<file path="config.mk">
export PLATFORM = sky130hd
export DESIGN_NAME = ckdcfg_word
export DESIGN_NICKNAME = d
export VERILOG_FILES = /design/src/hw/ckdcfg_pkg.sv /design/src/hw/ckdcfg_word.sv
export SDC_FILE = /design/constraint.sdc
export NUM_CORES = 1
export LEC_CHECK = 0
export ABC_AREA = 1
export BUFFER_PORTS_ARGS = -buffer_cell sky130_fd_sc_hd__buf_4
export CAP_MARGIN = 20
export CORE_AREA = 3 3 142 144
export DETAILED_ROUTE_END_ITERATION = 8
export DIE_AREA = 0 0 145 147
export PLACE_DENSITY = 0.69
export SYNTH_ARGS = -nofsm -noshare
export SYNTH_HDL_FRONTEND = slang
export SYNTH_SLANG_ARGS = --single-unit
</file>
<file path="constraint.sdc">
create_clock -name ref_clk -period 2.5 [get_ports ref_clk]
set_input_delay 0.375 -clock ref_clk [delete_from_list [all_inputs] [get_ports ref_clk]]
set_output_delay 0.375 -clock ref_clk [all_outputs]
set_load 0.01 [all_outputs]
</file>
<file path="src/hw/ckdcfg_pkg.sv">
// constants, types and field layout of the clock driver configuration word
// Operation
// - bit 61 picks control pin level: one 2.5 V, zero 1.8 V
// - bit 60 picks oscillator range: zero low range, one high range
// - bit 58 picks reference edge: zero falling, one rising
// - bit 57 copies the PLL enable pin meaning
// - storage timing follows PLL; device refuses storage while PLL bypassed
// - bit 59 copies the disable-style pin meaning
// - bits 56 to 52 are bank 1 to 5 output enables
// - banks 1 to 5 have two-bit drive selects at 47:46 down to 39:38
// - feedback bank drive select sits at bits 37:36
// - input selects at 35:34, 33:32, 31:30 for references and feedback
// - bank 1 skew code at bits 29 down to 25
// - bank 2 skew code starts at bit 24 downward
// - input code: 00 differential, 01 2.5 V, 11 1.8 V, else reserved
// - drive code: 00 2.5 V, 01 1.8 V, 10 HSTL, else reserved
// - enable one disables bank: tri-state or gated by disable style
package ckdcfg_pkg;
   localparam int CKD_WORD_W = 96;
   localparam logic [95:0] CKD_WORD_RST = 96'h0;
   localparam logic [95:0] CKD_RSVD_MASK = 96'hFFFFFFFF_C0000000_00000000;
   localparam int CKD_CTRL_LVL_BIT = 61;
   localparam int CKD_VCO_RANGE_BIT = 60;
   localparam int CKD_DIS_STYLE_BIT = 59;
   localparam int CKD_EDGE_BIT = 58;
   localparam int CKD_PLL_BYP_BIT = 57;
   localparam int CKD_BANK_EN_LSB = 52;
   localparam int CKD_FBDIV_LSB = 48;
   localparam int CKD_DRIVE_LSB = 36;
   localparam int CKD_INSEL_LSB = 30;
   localparam int CKD_SKEW_LSB = 0;

   typedef enum logic [1:0] {CKD_IN_DIFF, CKD_IN_25, CKD_IN_18, CKD_IN_RSVD} ckd_in_e;
   typedef enum logic [1:0] {CKD_DRV_25, CKD_DRV_18, CKD_DRV_HSTL, CKD_DRV_RSVD} ckd_drv_e;
   typedef enum logic [1:0] {CKD_OUT_RUN, CKD_OUT_TRI, CKD_OUT_GATED} ckd_out_e;
   typedef enum logic [2:0] {CKD_SK_ZERO, CKD_SK_LEAD, CKD_SK_LAG, CKD_SK_INV,
      CKD_SK_DIV2, CKD_SK_DIV4, CKD_SK_RSVD} ckd_skmode_e;

   typedef struct packed {
      ckd_skmode_e mode;
      logic [2:0] units;
   } ckd_skew_s;

   typedef struct packed {
      logic ctrl_pins_25v;
      logic vco_high_range;
      logic rising_edge;
      logic pll_bypass;
      logic gated_style;
      logic [3:0] fb_divide;
      ckd_in_e [2:0] in_sel;
      ckd_drv_e [5:0] drive;
      ckd_out_e [4:0] bank_state;
      ckd_skew_s [5:0] skew;
   } ckd_cfg_s;
endpackage

</file>
<file path="src/hw/ckdcfg_word.sv">
// configuration word holder and field decoder
`timescale 1ns/100ps
module ckdcfg_word (
   input wire logic ref_clk,
   input wire logic resetn,
   input wire logic clk_en,
   input wire logic cfg_wr,
   input wire logic [95:0] cfg_wdata,
   input wire logic restore_valid,
   input wire logic [95:0] restore_data,
   input wire logic store_req,
   output logic [95:0] cfg_rdata,
   output logic store_go,
   output logic store_refused,
   output ckdcfg_pkg::ckd_cfg_s cfg
);
   import ckdcfg_pkg::*;

   logic [95:0] word_q;
   logic [95:0] word_d;
   logic store_go_q;
   logic store_ref_q;
   ckd_cfg_s cfg_q;
   ckd_cfg_s cfg_d;

   function automatic ckd_skew_s skew_dec(input logic [4:0] c);
      ckd_skew_s s;
      s.units = 3'h0;
      s.mode = CKD_SK_RSVD;
      if (c == 5'h00) begin
         s.mode = CKD_SK_ZERO;
      end else if (c[4:3] == 2'h0) begin
         s.mode = CKD_SK_LEAD;
         s.units = 3'(4'h8 - {1'b0, c[2:0]});
      end else if (c[4:3] == 2'h1 && c[2:0] != 3'h0) begin
         s.mode = CKD_SK_LAG;
         s.units = c[2:0];
      end else if (c == 5'h10) begin
         s.mode = CKD_SK_INV;
      end else if (c == 5'h11) begin
         s.mode = CKD_SK_DIV2;
      end else if (c == 5'h12) begin
         s.mode = CKD_SK_DIV4;
      end
      return s;
   endfunction

   function automatic ckd_in_e in_dec(input logic [1:0] c);
      case (c)
         2'h0: in_dec = CKD_IN_DIFF;
         2'h1: in_dec = CKD_IN_25;
         2'h3: in_dec = CKD_IN_18;
         default: in_dec = CKD_IN_RSVD;
      endcase
   endfunction

   function automatic ckd_drv_e drv_dec(input logic [1:0] c);
      case (c)
         2'h0: drv_dec = CKD_DRV_25;
         2'h1: drv_dec = CKD_DRV_18;
         2'h2: drv_dec = CKD_DRV_HSTL;
         default: drv_dec = CKD_DRV_RSVD;
      endcase
   endfunction

   // restore wins over host write; reserved bits forced to zero
   always_comb begin
      word_d = word_q;
      if (restore_valid) begin
         word_d = restore_data & ~CKD_RSVD_MASK;
      end else if (cfg_wr) begin
         word_d = cfg_wdata & ~CKD_RSVD_MASK;
      end
   end

   always_comb begin
      cfg_d = cfg_q;
      cfg_d.ctrl_pins_25v = word_d[CKD_CTRL_LVL_BIT];
      cfg_d.vco_high_range = word_d[CKD_VCO_RANGE_BIT];
      cfg_d.rising_edge = word_d[CKD_EDGE_BIT];
      cfg_d.pll_bypass = word_d[CKD_PLL_BYP_BIT];
      cfg_d.gated_style = word_d[CKD_DIS_STYLE_BIT];
      cfg_d.fb_divide = word_d[CKD_FBDIV_LSB +: 4];
      for (int i = 0; i < 3; i++) begin
         cfg_d.in_sel[2 - i] = in_dec(word_d[CKD_INSEL_LSB + 4 - 2 * i +: 2]);
      end
      for (int i = 0; i < 6; i++) begin
         cfg_d.drive[5 - i] = drv_dec(word_d[CKD_DRIVE_LSB + 10 - 2 * i +: 2]);
         cfg_d.skew[5 - i] = skew_dec(word_d[CKD_SKEW_LSB + 25 - 5 * i +: 5]);
      end
      for (int i = 0; i < 5; i++) begin
         if (!word_d[CKD_BANK_EN_LSB + 4 - i]) begin
            cfg_d.bank_state[4 - i] = CKD_OUT_RUN;
         end else if (word_d[CKD_DIS_STYLE_BIT]) begin
            cfg_d.bank_state[4 - i] = CKD_OUT_GATED;
         end else begin
            cfg_d.bank_state[4 - i] = CKD_OUT_TRI;
         end
      end
   end

   always_ff @(posedge ref_clk) begin
      if (!resetn) begin
         word_q <= CKD_WORD_RST;
      end else if (clk_en) begin
         word_q <= word_d;
      end
   end

   always_ff @(posedge ref_clk) begin
      if (!resetn) begin
         cfg_q <= '0;
      end else if (clk_en) begin
         cfg_q <= cfg_d;
      end
   end

   // storage only proceeds while the PLL runs
   always_ff @(posedge ref_clk) begin
      if (!resetn) begin
         store_go_q <= 1'b0;
         store_ref_q <= 1'b0;
      end else if (clk_en) begin
         store_go_q <= store_req && !word_q[CKD_PLL_BYP_BIT];
         store_ref_q <= store_req && word_q[CKD_PLL_BYP_BIT];
      end
   end

   assign cfg_rdata = word_q;
   assign store_go = store_go_q;
   assign store_refused = store_ref_q;
   assign cfg = cfg_q;
endmodule

</file>
==> run_results.csv <==
group,metric,value,unit
route,drt_iter0_markers,340,
critical_path,max_stage_delay,0.26,ns
sta,fin_worst_skew,0.0110,ns
critical_path,path_buf_inv,4,
sta,setup-tns-final,0,ns
logic_synthesis,synth_warnings,0,
grt,grt_start_max_net_pins,82,
floorplan,die_x,145,um
route,post_drt_wl_per_cell,14.6,um
clocking,clockRootBuffer,"clkbuf_16",
cells_and_area,final_area,9390,um^2
logic_synthesis,synth_seq_cells,120,
logic_synthesis,yosys.area.top_type_share,35.9,%
critical_path,reg2reg_slack,0.75,ns
clocking,cts_tree,"built",
sta,max_freq,0.531,GHz
logic_synthesis,ys_async_sr_fraction,0,%
grt,antenna_found_initial,0,
hold_path,min_to,"cfg_rdata[51]$_SDFFE_PN0P_",
pwr,peakVddDrop,0.432,mV
pwr,p_total,0.00617,W
placement,hpwl,16.1,mm
grt,grt_pass1_wl,34.5,mm
placement,place.gp.congestion,0.842,
route,top_layer,"met4",
cells_and_area,n_fill_cell,1915,
logic_synthesis,synth_edf_count,0,
route,routed-via-count,7104,
pwr,power_density,657,nW/um^2
critical_path,critical_path.top_delay_family,"simple AND/OR/NAND/NOR gates",
route,detail_route.vias_per_cell,4.74,
route,drtPass1Iterations,5,
route,drc,0,
critical_path,cp.required,2.84,ns
grt,grtUsageTotal,19.9,%
floorplan,core,18800,um^2
sta,period_share,75.3,%
critical_path,critPathMaxFanout,13,
logic_synthesis,synthDistinctLibCells,32,
logic_synthesis,yosysTopAreaCell,"dfxtp_1",
cells_and_area,multi_input_area,3570,um^2
logic_synthesis,yosysMostFrequentCell,"nand2_1",
sta,slew_viol_final,0,
clocking,cts_hold_buf,0,
route,routed_wl,21.9,mm
hold_path,hold_path_class,"input port to flip-flop",
critical_path,worst_setup_path_end_kind,"flip-flop",
hold_path,whs_path_depth,3,
clocking,cts_buffer_depth,2,
status,status,"finished clean",
critical_path,critPathKind,"input port to flip-flop",
pwr,cellLeakagePower,4.62,nW
floorplan,die_area,21300,um^2
floorplan,fp-row-count,50,
logic_synthesis,synth-seq-area-share,35.9,%
route,wl_met3,1.73,mm
logic_synthesis,synth_ff_type,"dfxtp_1",
hold_path,min_from,"cfg_wdata[51]",
logic_synthesis,avgSynthCellArea,6.79,um^2
route,drt-met1-wl,9.06,mm
placement,placed_cell_area,8710,um^2
floorplan,ioPinCount,369,
critical_path,r2r_cells,10,
cells_and_area,syn_to_final_growth,40.1,%
sta,tightestPinTransition,0.708,ns
cells_and_area,area.sequential,2400,um^2
cells_and_area,fin_nets,1450,
logic_synthesis,yosys-top-cells-count,"nand2_1 (358), a21oi_1 (124), dfxtp_1 (120)",
logic_synthesis,syn_inst,987,
critical_path,startpoint_type,"input port",
clocking,clkTransAtPathRegs,0.06,ns
sta,rsz0062_at_grt,"no",
cells_and_area,final_layout_size_suffix_gt1_share,29.9,%
critical_path,reg2reg_to,"cfg[13]$_SDFFE_PN0P_",
sta,hold_slack,0.244,ns
clocking,clk_latency,0.41,ns
critical_path,cp_common_cell,"nand2_1",
sta,finalHoldViolations,0,
route,ant_nets,0,
critical_path,crit_arrival,2.22,ns
critical_path,r2r_start,"cfg_rdata[10]$_SDFFE_PN0P_",
logic_synthesis,synth_area_leaders,"dfxtp_1 (36%), nand2_1 (20%), a21oi_1 (9.3%), nand3_1 (6.1%), buf_4 (5.9%)",
grt,grt_pass1_vias,6615,
critical_path,path_cells,"buf_4, inv_2, nand2_2, inv_2, nand2_1, nand3_1, inv_1, ha_1, ha_1, nor2_1, nand2_1, o21ai_0, nand2_1, a21oi_1",
sta,fin_crit,1.88,ns
clocking,cts_setup_buffers,0,
critical_path,slowest_stage,"inv_2",
placement,io_buffers,266,
cells_and_area,diodes,0,
sta,relSlewSlack,52.8,%
floorplan,die_h,147,um
grt,overflow,0,
floorplan,start_util,35.6,%
clocking,cts-resized-gates,0,
clocking,htree_levels,4,
route,wl_met2,10.7,mm
sta,setup_viol,0,
logic_synthesis,netlist_area,6700,um^2
clocking,cts_buffers,17,
flow_run,cap_violations,0,
clocking,cts.sinks,120,
-- metrics by stage --
step	setup slack (ns)	instances	util, %
after floorplan	0.369	1020	-
after global routing	0.366	1499	49.8
after CTS	0.614	1499	49.8
final	0.617	1499	49.8
after detailed placement	0.174	1467	46.3
after global placement	0.242	1467	46.3
-- layer usage --
| layer | vias to the layer above | GRT usage, % |
|---|---|---|
| li1 | 3604 | - |
| met1 | 3214 | 23.6 |
| met2 | 264 | 34.8 |
| met3 | 22 | 6.29 |
| met4 | 0 | 5.65 |
| met5 | - | 0 |
-- cells in the final DEF (no fill, tap or decap), types with 4 or more instances in the layout --
master	n
nand2_1	358
clkbuf_16	17
clkinv_2	4
inv_2	14
dfxtp_1	120
nor2_1	28
a21oi_1	124
a22oi_1	8
nor2_2	8
o21ai_0	26
conb_1	34
nand3_1	82
nand3_2	19
ha_1	26
clkinv_4	4
o22ai_1	6
buf_4	288
bufinv_16	6
nand3b_1	4
inv_1	38
-- final cells by class --
type                       count  share of cell area, %
clock buffer                  17                   4.53
clock inverter                15                   2.64
inverter                      55                   2.21
multi-input combinational    742                   38.1
sequential                   120                   25.6
tap                          260                   3.47
timing repair buffer         290                   23.5
-- worst reg2reg max path: stages (launching register included) --
cell,delay (ns)
dfxtp_1,0.36
nand2_1,0.07
nand3_1,0.13
inv_1,0.09
ha_1,0.24
ha_1,0.20
nor2_1,0.10
nand2_1,0.11
o21ai_0,0.17
nand2_1,0.09
a21oi_1,0.12
-- power breakdown --
group	total [W]	switching (W)	internal, W
Clock	0.00282	0.000941	0.00188
Sequential	0.00212	0.0000854	0.00204
Combinational	0.00123	0.000681	0.000545
-- kinds of logic (layout without fill, tap and decap cells) --
| kind of cell | Yosys count | count (layout) | synth area share, % |
|---|---|---|---|
| flip-flops | 120 | 120 | 35.9 |
| adder cells (fa/ha/maj) | 26 | 26 | 4.86 |
| AND/OR/NAND/NOR | 509 | 509 | 33.0 |
| other | 1 | 34 | 0.0560 |
| buffers and inverters | 158 | 377 | 12.6 |
| AO/OA/AOI/OAI | 173 | 173 | 13.6 |
-- worst max path at each step --
stage	depth (start not counted)	slack, ns	from	end
5_1_grt	14	0.37	restore_valid	cfg[13]$_SDFFE_PN0P_
3_3_place_gp	14	0.24	restore_valid	cfg[20]$_SDFFE_PN0P_
4_1_cts	14	0.61	restore_valid	cfg[13]$_SDFFE_PN0P_
3_5_place_dp	14	0.17	restore_valid	cfg[13]$_SDFFE_PN0P_
6_report	14	0.62	restore_valid	cfg[13]$_SDFFE_PN0P_
2_1_floorplan	13	0.37	restore_valid	cfg[32]$_SDFFE_PN0P_
-- sequential cells by signal, summed over array words and instances, names as in the netlist --
register	flops
cfg	59
cfg_rdata	59
store_go	1
store_refused	1
Note: power is estimated with default switching activity, not from simulation.
